===== src/rtl/rtc_ctrl_pkg.sv =====
`default_nettype none
package rtc_ctrl_pkg;
   // clock and time base
   localparam int unsigned CLK_HZ        = 50_000_000;
   localparam int unsigned TICK_HZ       = 32_768;
   localparam int unsigned TICK_DIV      = CLK_HZ / TICK_HZ;
   localparam int unsigned TICK_NS       = 30_518;
   localparam int unsigned LEAD_NS       = 244_000;
   localparam int unsigned ALARM_NS      = 30_500;
   localparam int unsigned LEAD_TICKS    = (LEAD_NS + TICK_NS - 1) / TICK_NS;
   localparam int unsigned ALARM_TICKS   = (ALARM_NS + TICK_NS - 1) / TICK_NS;
   localparam int unsigned DIV_W         = 15;
   localparam logic [14:0] UPDATE_POS    = 15'(LEAD_TICKS);

   // register indices; byte address is four times the index
   localparam logic [7:0]  IDX_RATE_BANK = 8'h0A;
   localparam logic [7:0]  IDX_TIME_OPT  = 8'h0B;
   localparam logic [7:0]  IDX_INT_STAT  = 8'h0C;
   localparam logic [7:0]  IDX_SUPPLY    = 8'h0D;
   localparam logic [7:0]  IDX_DAY_ALARM = 8'h49;

   // field positions
   localparam int unsigned BIT_SUMMER    = 0;
   localparam int unsigned BIT_HOUR24    = 1;
   localparam int unsigned BIT_UNUSED    = 3;
   localparam int unsigned BIT_UIE       = 4;
   localparam int unsigned BIT_AIE       = 5;
   localparam int unsigned BIT_PIE       = 6;
   localparam int unsigned BIT_FREEZE    = 7;
   localparam int unsigned BIT_NUMERIC   = 2;

   // values after reset
   localparam logic [3:0]  RATE_RST      = 4'h0;
   localparam logic [2:0]  BANK_RST      = 3'h2;
   localparam logic [7:0]  OPT_RST       = 8'h02;
   localparam logic [7:0]  DAY_ALARM_RST = 8'hC0;
   localparam logic [1:0]  DONT_CARE     = 2'h3;

   // divider bank codes
   localparam logic [2:0]  DV_BANK0      = 3'h2;
   localparam logic [2:0]  DV_BANK1      = 3'h3;
   localparam logic [2:0]  DV_BANK2      = 3'h4;
   localparam logic [2:0]  DV_TEST       = 3'h5;

   typedef struct packed {
      logic periodic;
      logic alarm;
      logic update;
   } flags_s;
endpackage
`default_nettype wire


===== src/rtl/rtc_ctrl_status.sv =====
// Overview of operation
// - rate field picks divider tap for periodic flag; 0 off, 1/2 alias 8/9
// - master reset leaves rate and divider bank fields untouched
// - bank field 010/011/100 select banks 0/1/2; 101 is test and selects bank 0
// - 000/001 stop oscillator only in power failure; 110/111 hold divider reset
// - update pending reads 1 within 244 us of update, 0 while frozen
// - summer time enable bit steers the timekeeping spring/fall jumps
// - bit 1 selects 12 or 24 hour format, not touched by reset
// - bit 2 selects BCD or binary, not touched by reset
// - bit 3 of time option register always reads zero
// - master reset clears update, alarm and periodic enables
// - update done flag set at each update; interrupts only when enabled
// - alarm flag set after update when all alarm fields match
// - alarm flag appears 30.5 us after the matching update
// - update follows a periodic event by half period plus 244 us
// - freeze bit holds user time copy; clear lets updates run
// - status read and reset clear flags and irq; low nibble reads zero
// - periodic flag set on each rising transition of selected tap, once per tap period
// - pending flag is inverse of irq, any flag with its enable
// - supply valid reads 0 after low supply, 1 after read; rest zero
// - day alarm powers up C0h, master reset leaves it alone
// - day alarm top bits 11 make the day compare always match
`default_nettype none
module rtc_ctrl_status
   import rtc_ctrl_pkg::*;
(
   input  wire logic        clock_in,
   input  wire logic        sys_rst_in,
   input  wire logic        psel_in,
   input  wire logic        penable_in,
   input  wire logic        pwrite_in,
   input  wire logic [31:0] paddr_in,
   input  wire logic [31:0] pwdata_in,
   output logic      [31:0] prdata_out,
   output logic             pready_out,
   output logic             pslverr_out,
   input  wire logic        master_reset_in,
   input  wire logic        supply_low_in,
   input  wire logic        power_fail_in,
   input  wire logic        time_match_in,
   input  wire logic [7:0]  day_of_month_in,
   output logic             irq_n_out,
   output logic             update_strobe_out,
   output logic             freeze_out,
   output logic             summer_time_enable_out,
   output logic             hour24_out,
   output logic             numeric_format_select_out,
   output logic [1:0]       bank_select_out,
   output logic             osc_running_out
);

   ////////////////////////////////////////////////////////////////////////////
   // pin synchronisers
   logic mr_meta_q, mr_q, low_meta_q, low_q, pf_meta_q, pf_q;

   always_ff @(posedge clock_in) begin
      if (sys_rst_in) begin
         mr_meta_q  <= 1'b0;
         mr_q       <= 1'b0;
         low_meta_q <= 1'b0;
         low_q      <= 1'b0;
         pf_meta_q  <= 1'b0;
         pf_q       <= 1'b0;
      end else begin
         mr_meta_q  <= master_reset_in;
         mr_q       <= mr_meta_q;
         low_meta_q <= supply_low_in;
         low_q      <= low_meta_q;
         pf_meta_q  <= power_fail_in;
         pf_q       <= pf_meta_q;
      end
   end

   ////////////////////////////////////////////////////////////////////////////
   // declarations
   logic [10:0]      tick_cnt_q, tick_cnt_d;
   logic             tick_q, tick_d;
   logic [DIV_W-1:0] div_q, div_d;
   logic [3:0]       rate_q, rate_d;
   logic [2:0]       bank_q, bank_d;
   logic [7:0]       opt_q, opt_d;
   flags_s           flags_q, flags_d, ev, en;
   logic             supply_ok_q, supply_ok_d;
   logic             unlocked_q, unlocked_d;
   logic [7:0]       day_alarm_q, day_alarm_d;
   logic             alarm_wait_q, alarm_wait_d;
   logic [10:0]      alarm_age_q, alarm_age_d;
   logic             osc_run_q, osc_run_d;
   logic [1:0]       bank_sel_q, bank_sel_d;
   logic             update_q, update_d;
   logic [31:0]      prdata_q, prdata_d;
   logic             pready_q, pready_d;
   logic             pslverr_q, pslverr_d;
   logic             irq_n_q, irq_n_d;
   logic [2:0]       reported_q, reported_d;
   logic             osc_on, chain_rst, step, pending, day_match, mapped;
   logic             setup, access, wr, rd_stat, rd_supply;
   logic [7:0]       idx;
   logic [3:0]       plog;
   logic [DIV_W-1:0] pmask, phalf;

   ////////////////////////////////////////////////////////////////////////////
   // time base: 32.768 kHz enable and divider chain
   always_comb begin
      osc_on    = !(pf_q && (bank_q[2:1] == 2'b00));
      chain_rst = (bank_q[2:1] == 2'b11);
      osc_run_d  = osc_on;
      bank_sel_d = (bank_q == DV_BANK1) ? 2'd1 :
                   (bank_q == DV_BANK2) ? 2'd2 : 2'd0;
      tick_cnt_d = tick_cnt_q;
      tick_d     = 1'b0;
      if (osc_on) begin
         if (tick_cnt_q == 11'(TICK_DIV - 1)) begin
            tick_cnt_d = '0;
            tick_d     = 1'b1;
         end else begin
            tick_cnt_d = tick_cnt_q + 11'd1;
         end
      end
      step  = tick_q && !chain_rst;
      div_d = chain_rst ? '0 : (step ? div_q + 15'd1 : div_q);
      // tap period is 2**plog ticks
      unique case (rate_q)
         4'h1:    plog = 4'd7;
         4'h2:    plog = 4'd8;
         default: plog = rate_q - 4'd1;
      endcase
      pmask = DIV_W'((32'd1 << plog) - 32'd1);
      phalf = DIV_W'(32'd1 << (plog - 4'd1));
      // periodic event half a period ahead of second boundary plus lead
      ev.periodic = step && (rate_q != 4'h0)
                    && ((div_d & pmask) == phalf);
      update_d    = step && (div_d == UPDATE_POS);
      pending     = !chain_rst && osc_on && (div_q < UPDATE_POS)
                    && !opt_q[BIT_FREEZE];
      ev.update   = update_q;
      day_match   = (day_alarm_q[7:6] == DONT_CARE)
                    || (day_alarm_q[5:0] == day_of_month_in[5:0]);
      alarm_wait_d = alarm_wait_q;
      if (update_q && time_match_in && day_match) begin
         alarm_wait_d = 1'b1;
      end else if (alarm_wait_q && tick_q) begin
         alarm_wait_d = 1'b0;
      end
      ev.alarm = alarm_wait_q && tick_q;
      // cycles spent waiting for the tick that releases the alarm flag
      alarm_age_d = '0;
      if (alarm_wait_q) begin
         alarm_age_d = osc_on ? alarm_age_q + 11'd1 : alarm_age_q;
      end
   end

   always_ff @(posedge clock_in) begin
      if (sys_rst_in) begin
         tick_cnt_q   <= '0;
         tick_q       <= 1'b0;
         div_q        <= '0;
         update_q     <= 1'b0;
         alarm_wait_q <= 1'b0;
         alarm_age_q  <= '0;
         osc_run_q    <= 1'b1;
         bank_sel_q   <= 2'd0;
      end else begin
         tick_cnt_q   <= tick_cnt_d;
         tick_q       <= tick_d;
         div_q        <= div_d;
         update_q     <= update_d;
         alarm_wait_q <= alarm_wait_d;
         alarm_age_q  <= alarm_age_d;
         osc_run_q    <= osc_run_d;
         bank_sel_q   <= bank_sel_d;
      end
   end

   ////////////////////////////////////////////////////////////////////////////
   // APB slave and register file
   always_comb begin
      idx       = paddr_in[9:2];
      mapped    = (paddr_in[31:10] == '0) && (paddr_in[1:0] == 2'b00)
                  && (idx == IDX_RATE_BANK || idx == IDX_TIME_OPT
                      || idx == IDX_INT_STAT || idx == IDX_SUPPLY
                      || idx == IDX_DAY_ALARM);
      setup     = psel_in && !penable_in;
      access    = psel_in && penable_in && pready_q;
      wr        = access && pwrite_in && mapped && unlocked_q;
      rd_stat   = access && !pwrite_in && mapped && (idx == IDX_INT_STAT);
      rd_supply = access && !pwrite_in && mapped && (idx == IDX_SUPPLY);
      en        = '{periodic: opt_q[BIT_PIE], alarm: opt_q[BIT_AIE],
                    update: opt_q[BIT_UIE]};

      rate_d      = rate_q;
      bank_d      = bank_q;
      opt_d       = opt_q;
      day_alarm_d = day_alarm_q;
      if (wr && idx == IDX_RATE_BANK) begin
         rate_d = pwdata_in[3:0];
         bank_d = pwdata_in[6:4];
      end
      if (wr && idx == IDX_TIME_OPT) begin
         opt_d = pwdata_in[7:0];
      end
      if (wr && idx == IDX_DAY_ALARM) begin
         day_alarm_d = pwdata_in[7:0];
      end
      opt_d[BIT_UNUSED] = 1'b0;
      if (mr_q) begin
         opt_d[BIT_PIE:BIT_UIE] = 3'b000;
      end

      // clear only what the read reported; a new event wins
      flags_d = flags_q;
      if (rd_stat) begin
         flags_d = flags_q & ~flags_s'(reported_q);
      end
      flags_d = flags_d | ev;
      if (mr_q) begin
         flags_d = '0;
      end
      irq_n_d = !(|(flags_d & {opt_d[BIT_PIE], opt_d[BIT_AIE],
                               opt_d[BIT_UIE]}));

      supply_ok_d = supply_ok_q;
      if (rd_supply) begin
         supply_ok_d = 1'b1;
      end
      if (low_q) begin
         supply_ok_d = 1'b0;
      end
      unlocked_d = unlocked_q || rd_supply;

      prdata_d   = prdata_q;
      reported_d = reported_q;
      pready_d   = setup;
      pslverr_d  = setup && !mapped;
      if (setup) begin
         prdata_d = '0;
         if (mapped && !pwrite_in) begin
            unique case (idx)
               IDX_RATE_BANK: prdata_d[7:0] = {pending, bank_q, rate_q};
               IDX_TIME_OPT:  prdata_d[7:0] = opt_q;
               IDX_INT_STAT:  prdata_d[7:0] = {!irq_n_q, flags_q, 4'h0};
               IDX_SUPPLY:    prdata_d[7:0] = {supply_ok_q, 7'h00};
               default:       prdata_d[7:0] = day_alarm_q;
            endcase
         end
         reported_d = flags_q;
      end
   end

   always_ff @(posedge clock_in) begin
      if (sys_rst_in) begin
         rate_q      <= RATE_RST;
         bank_q      <= BANK_RST;
         opt_q       <= OPT_RST;
         day_alarm_q <= DAY_ALARM_RST;
         flags_q     <= '0;
         irq_n_q     <= 1'b1;
         supply_ok_q <= 1'b0;
         unlocked_q  <= 1'b0;
         prdata_q    <= '0;
         reported_q  <= '0;
         pready_q    <= 1'b0;
         pslverr_q   <= 1'b0;
      end else begin
         rate_q      <= rate_d;
         bank_q      <= bank_d;
         opt_q       <= opt_d;
         day_alarm_q <= day_alarm_d;
         flags_q     <= flags_d;
         irq_n_q     <= irq_n_d;
         supply_ok_q <= supply_ok_d;
         unlocked_q  <= unlocked_d;
         prdata_q    <= prdata_d;
         reported_q  <= reported_d;
         pready_q    <= pready_d;
         pslverr_q   <= pslverr_d;
      end
   end

   ////////////////////////////////////////////////////////////////////////////
   // outputs
   always_comb begin
      prdata_out                = prdata_q;
      pready_out                = pready_q;
      pslverr_out               = pslverr_q;
      irq_n_out                 = irq_n_q;
      update_strobe_out         = update_q;
      freeze_out                = opt_q[BIT_FREEZE];
      summer_time_enable_out    = opt_q[BIT_SUMMER];
      hour24_out                = opt_q[BIT_HOUR24];
      numeric_format_select_out = opt_q[BIT_NUMERIC];
      bank_select_out           = bank_sel_q;
      osc_running_out           = osc_run_q;
   end

   ////////////////////////////////////////////////////////////////////////////
   // assertions
   mr_keeps_rate_a: assert property (@(posedge clock_in) disable iff (sys_rst_in)
      mr_q && !wr |=> $stable(rate_q) && $stable(bank_q))
      else $error("master reset changed rate or bank");
   mr_clears_en_a: assert property (@(posedge clock_in) disable iff (sys_rst_in)
      mr_q |=> opt_q[6:4] == 3'b000 && flags_q == '0)
      else $error("master reset left enables or flags");
   freeze_pend_a: assert property (@(posedge clock_in) disable iff (sys_rst_in)
      opt_q[BIT_FREEZE] |-> !pending)
      else $error("update pending while frozen");
   unused_bit_a: assert property (@(posedge clock_in) disable iff (sys_rst_in)
      pready_q && idx == IDX_TIME_OPT |-> prdata_q[3] == 1'b0)
      else $error("time option bit 3 read non-zero");
   update_flag_a: assert property (@(posedge clock_in) disable iff (sys_rst_in)
      update_q && !mr_q |=> flags_q.update)
      else $error("update did not set update flag");
   alarm_delay_a: assert property (@(posedge clock_in) disable iff (sys_rst_in)
      update_q && time_match_in && day_match && !mr_q
      |=> alarm_wait_q && !$rose(flags_q.alarm))
      else $error("alarm flag not held back one tick");
   alarm_window_a: assert property (@(posedge clock_in) disable iff (sys_rst_in)
      alarm_age_q <= 11'(TICK_DIV))
      else $error("alarm flag held back longer than one tick");
   irq_match_a: assert property (@(posedge clock_in) disable iff (sys_rst_in)
      irq_n_q == !(|(flags_q & en)))
      else $error("irq out of step with flags and enables");
   supply_low_a: assert property (@(posedge clock_in) disable iff (sys_rst_in)
      low_q |=> !supply_ok_q)
      else $error("supply valid not cleared by low supply");
   write_lock_a: assert property (@(posedge clock_in) disable iff (sys_rst_in)
      !unlocked_q |=> $stable(day_alarm_q) && $stable(rate_q))
      else $error("write taken before supply register read");
   event_kept_a: assert property (@(posedge clock_in) disable iff (sys_rst_in)
      rd_stat && ev.periodic && !mr_q |=> flags_q.periodic)
      else $error("periodic event lost during status read");
   periodic_cov: cover property (@(posedge clock_in) disable iff (sys_rst_in)
      ev.periodic && opt_q[BIT_PIE]);
   alarm_cov: cover property (@(posedge clock_in) disable iff (sys_rst_in)
      ev.alarm);
   read_clear_cov: cover property (@(posedge clock_in) disable iff (sys_rst_in)
      rd_stat && !irq_n_q);
   freeze_cov: cover property (@(posedge clock_in) disable iff (sys_rst_in)
      opt_q[BIT_FREEZE] && pready_q);

endmodule // rtc_ctrl_status
`default_nettype wire


===== config.mk =====
export PLATFORM = sky130hd
export DESIGN_NAME = rtc_ctrl_status
export DESIGN_NICKNAME = d
export VERILOG_FILES = /design/src/rtl/rtc_ctrl_pkg.sv /design/src/rtl/rtc_ctrl_status.sv
export SDC_FILE = /design/constraint.sdc
export NUM_CORES = 1
export LEC_CHECK = 0
export BUFFER_PORTS_ARGS = -buffer_cell sky130_fd_sc_hd__buf_2
export CAP_MARGIN = 20
export CORE_UTILIZATION = 55
export CTS_CLUSTER_DIAMETER = 120
export DETAILED_ROUTE_END_ITERATION = 8
export PLACE_DENSITY = 0.83
export RECOVER_POWER = 50
export SKIP_LAST_GASP = 1
export SYNTH_ARGS = -nofsm -noshare
export SYNTH_HDL_FRONTEND = slang
export SYNTH_SLANG_ARGS = --single-unit
export TNS_END_PERCENT = 30

===== constraint.sdc =====
create_clock -name clock_in -period 7.7 [get_ports clock_in]
set_input_delay 1.54 -clock clock_in [delete_from_list [all_inputs] [get_ports clock_in]]
set_output_delay 1.54 -clock clock_in [all_outputs]
set_load 0.005 [all_outputs]

Word level (Yosys, flattened, before mapping) --
Index checks and enable logic that the tools add are counted. Widths: inputs -> output; s select.
Operators by class: shifts and indexed selects 2, mux-type cells 15, add/subtract/negate cells 5, magnitude comparators 1, bitwise logic cells 5, div/mod/pow operators 0, equality and inequality tests 15, reduce and logical (&&, ||, !) cells 51, multiply operators 0
Operators by type and width (count):
- $eq 8x4->1 const B | 4
- $pmux 8 s4 | 1
- $mux 15 | 2
- $shl 1x4->15 const A | 2
- $logic_and 1x1->1 | 28
- $logic_not 22->1 | 1
- $add 15x1->15 const B | 1
- $and 15x15->15 | 1
- $eq 15x15->1 | 1
- $eq 15x4->1 const B | 1
- $lt 15x4->1 const B | 1
- $sub 15x1->15 const B | 1
- $add 11x1->11 const B | 1
- $eq 11x11->1 const B | 1
- $mux 11 | 1
- $mux 3 | 3
- $eq 8x7->1 const B | 1
- $logic_not 1->1 | 8
- $mux 8 | 1
- $pmux 4 s2 | 1
- $sub 4x1->4 const B | 2
- $mux 7 | 1
- $and 3x3->3 | 2
- $eq 6x6->1 | 1
- 15 further kinds | 27
Word-level totals: memory bits (read-only) 0, memories 0, bits in latches 0, bits in writable memories 0, bits in registers 80

Depth between registers and ports, before layout --
word-level depth 14, depth in mapped cells 18, mapped depth without buffers 16

Worst setup path before layout --
OpenSTA, ideal clock, no wires.
path kind reg-to-reg, start point register rate_q[1], end point register irq_n_q (netlist: irq_n_out), library setup time 0.120 ns, data required time 7.580 ns, period minus slack after synthesis 3.818 ns, path slack 3.882 ns, stages on the path, launching flop included 17, buffers on the path 2, arrival 3.698 ns, path through dfxtp_1 > inv_1 > ha_1 > buf_2 > or3_4 > a221o_1 > buf_2 > nand2_1 > ha_1 > inv_1 > a311o_1 > o41a_1 > a311oi_1 > o211ai_1 > nor4_1 > a31oi_1 > o31a_1
Between the ends: word-level cells in the longest chain between the ends 12, elaborated cells on any way between the ends 18, those cells by class add/sub (3); eq/ne (3); shift (2); mux (2); bitwise (3); reduce/logical (5)
RTL lines:
- from (decl) | RTL line rtc_ctrl_status.sv:79 | logic [3:0] rate_q, rate_d;
- from (signal assigned) | RTL line rtc_ctrl_status.sv:265 | rate_q <= rate_d;
- $sub 4x1->4 (tied with other cells) | RTL line rtc_ctrl_status.sv:126 | default: plog = rate_q - 4'd1;
- $pmux 4 s2 | RTL line rtc_ctrl_status.sv:123 | unique case (rate_q)
- $shl 1x4->15 | RTL line rtc_ctrl_status.sv:128 | pmask = DIV_W'((32'd1 << plog) - 32'd1);
- $sub 15x1->15 | RTL line rtc_ctrl_status.sv:128
- $and 15x15->15 | RTL line rtc_ctrl_status.sv:132 | && ((div_d & pmask) == phalf);
- $eq 15x15->1 | RTL line rtc_ctrl_status.sv:132
- $logic_and 1x1->1 * | RTL line rtc_ctrl_status.sv:132
- $or 3x3->3 * | RTL line rtc_ctrl_status.sv:215 | flags_d = flags_d | ev;
- $mux 3 * | RTL line rtc_ctrl_status.sv:216 | if (mr_q) begin
- $and 3x3->3 * | RTL line rtc_ctrl_status.sv:219 | irq_n_d = !(|(flags_d & {opt_d[BIT_PIE], opt_d[BIT_AIE],
- $reduce_or 3->1 * | RTL line rtc_ctrl_status.sv:219
- $logic_not 1->1 * | RTL line rtc_ctrl_status.sv:219
- to (signal assigned) | RTL line rtc_ctrl_status.sv:270 | irq_n_q <= irq_n_d;
- to (decl) | RTL line rtc_ctrl_status.sv:94 | logic irq_n_q, irq_n_d;
Mark *: on every way between the ends. The rest lies on a longest branch, timed or not. A chain may end at the register's enable or synchronous reset.

Worst setup path in the final report --
Ends and elaborated chain as after synthesis.

==> results.ini <==
[floorplanning]
pin_count=124
core_region_area_um2=8721
die_area_um2=9373
die_h_um=96.82
die_w_um=96.82
start_util=0.5670
rows=34

[finish]
final_nets=750
layout_common_cells=dfxtp_1 (79), buf_2 (68), nor2_1 (67), nand2_1 (43), a21oi_1 (34)
fill_cells=768
post-route-util=0.6165
diodes=0
fin_cells=773
layout-drive-gt1-share=0.1609
syn2layout_area_growth_pct=8.730
layout_commonest_cell=dfxtp_1

[power_and_ir_drop]
max-vdd-ir-drop_uv=81.08
p_total_uw=795.1
power_density_nw_per_um2=147.9
combPwrFrac=0.053
internal_power_uw=618.5
p_seq_frac=0.520
p_clk_frac=0.427
p_leak_uw=0.002082
p_sw_frac=0.2222
p_sw_uw=176.7

[drt]
ant_nets=0
wl_mm=12.80
post-route-drc-count=0
wl_per_cell_um=16.56
drtIter0Drc=387
first_pass_iters=5
vias=4795
vias_per_cell=6.203

[yosys]
ys_seq_area_frac=0.3198
synth_fa_ha_area_frac=0.02024
synth_compound_area_frac=0.2067
syn_area_um2=4945
synthTopCellsByArea=dfxtp_1 (32%), nor2_1 (5.1%), buf_4 (3.9%), mux2i_1 (3.8%), a21oi_1 (3.4%)
synth_mux_area_frac=0.04302
synth_cells=611
async_flop_share=0
synth_top_family_by_area=simple AND/OR/NAND/NOR gates
synth-xor-area-share=0.04251
ys_types=81
yosys.area_share.simple=0.2748
synth-edff-count=0
ys_ff_latch=79
synth_top_area_cell=dfxtp_1
ys_dominant_reg_cell=dfxtp_1
synth_area_per_cell_um2=8.093
synthDominantCellAreaShare=0.3198
ys.warnings.count=0

[worst_setup_path]
startpoint_type=register
crit_chain=inv_1 > ha_1 > or3_4 > a221o_1 > nand2_1 > ha_1 > inv_1 > a311o_1 > o41a_1 > a311oi_1 > o211ai_1 > nor4_1 > a31oi_1 > o31a_1
worst_path_max_delay_cell=a221o_1
slowest_delay_ns=0.67
cp.arrival_ns=5.45
cp_data_required_time_ns=7.95
crit_type=reg -> reg
endpoint_kind=register
cp_max_fo=22

[placed_design]
port_buffers=73
place_congestion=0.9538
post-dp-hpwl_mm=9.367
placed_cells=758

[clock_tree]
cts_resized=0
clk_path_buf_depth=2
cts_root_buffer=clkbuf_8
hold_buffers=0
clkTransAtPathRegs_ns=0.08
insertion_delay_ns=0.35
cts_buffers=9
htreeDepth=3
cts_tree=built
cts_sinks=79
post-cts-setup-buffers=0

[global_routing]
grt_max_degree=65
grt_overflow_total=0
grt_pass1_vias=4317
track_usage=0.2725
grt_pass1_wl_mm=21.03
antenna_found_initial=0

[timing]
worst_slew_pin_slew_ns=2.706
rsz0062_at_grt=no
tns_ns=0
slew_violations=65
max_freq_mhz=192.2
hold_viol=0
maxSlewHeadroom=-0.8038
finClkSkew_ns=0.01137
min_period_ns=5.202
final-setup-viol-count=0
min_period_over_period=0.6756

[outcome]
status=finished, violations left
violations=capacitance limit, slew limit

[hold_path]
hp-class=reg -> reg

[job]
maxCapViolations=1

==> cells in the mapped netlist (5+ instances only) <==
cell type,instances
inv_1,20
a21oi_1,34
nand4_1,9
nand2b_1,7
dfxtp_1,79
o21ai_1,6
or3_1,5
buf_4,26
o21ai_0,19
nor3_1,25
o31a_1,6
a211o_1,6
xnor2_1,9
clkbuf_1,15
nor2b_1,17
buf_6,5
nand2_1,43
nor4_1,20
nand3_1,24
buf_2,10
xor2_1,15
and3_1,5
nor4b_1,5
a211oi_1,7
nor2_1,67
ha_1,8
mux2i_1,19
a22oi_1,6
a31oi_1,6
==> area by class of cell <==
cell class	count	area, um2	share of cell area
clock buffer	10	137.6	0.02560
clock inverter	5	82.58	0.01536
inverter	20	75.07	0.01396
multi-input combinational	476	2994	0.5569
sequential	79	1582	0.2942
tap	108	135.1	0.02513
timing repair buffer	75	370.4	0.06889
==> cells by family (layout without fill, tap and decap cells) <==
group | count (synthesis) | in the layout
compound gates | 143 | 143
xor+xnor | 24 | 24
fa+ha+maj | 8 | 8
buf+inv | 79 | 110
flops | 79 | 79
mux | 21 | 21
other cells | 1 | 24
simple gates | 256 | 256
==> metal layers <==
metal  global-route usage  up-vias  wire, um
met1               0.3748     2268      5616
met5                    0        -         0
li1                     -     2282         -
met4               0.1102        0       290
met2               0.4323      223      6101
met3              0.03396       22       793
==> state kept, by name, summed over array words and instances, names as in the netlist, 2 cells and up <==
name and count:
prdata_out 8, opt_q 7, rate_q 4, reported_q 3, day_alarm_q 8, bank_select_out 2, div_q 15, flags_q 3
bank_q 3, tick_cnt_q 11
==> power by group through the flow <==
| stage | registers, uW | clock network [uW] | logic [uW] |
|---|---|---|---|
| finish | 413 | 340 | 41.9 |
| detailed placement | 423 | 0 | 40.7 |
| floorplan | 422 | 0 | 29.2 |
| global placement | 423 | 0 | 39.7 |
| global route | 414 | 361 | 46.6 |
| CTS | 413 | 342 | 41.7 |
==> worst paths after layout <==
check                    startpoint                  endpoint  slack, ns  depth (start not counted)
max          rate_q[1]$_SDFFE_PP0P_      irq_n_out$_SDFF_PP1_       2.50                         14
min reg2reg        low_q$_SDFF_PP0_  supply_ok_q$_SDFFE_PP0P_       0.44                          1
max reg2reg  rate_q[1]$_SDFFE_PP0P_      irq_n_out$_SDFF_PP1_       2.50                         14
min                low_q$_SDFF_PP0_  supply_ok_q$_SDFFE_PP0P_       0.44                          1
==> stage by stage <==
stage               hold WS [ns]  area (um2)  setup WS (ns)
floorplan                 0.3753        5031          3.882
global placement          0.4267        5166          2.681
detailed placement        0.4072        5166          2.626
CTS                       0.4321        5386          2.586
global route              0.4413        5376          2.170
finish                    0.4401        5376          2.498
==> critical path: cells and delay by family (launching register included) <==
kind,cells,cell delay (ns)
compound gates,7,2.47
simple gates,3,0.89
fa+ha+maj,2,0.80
buf+inv,2,0.38
flops,1,0.55
No activity file was read; power rests on OpenSTA's default activity.
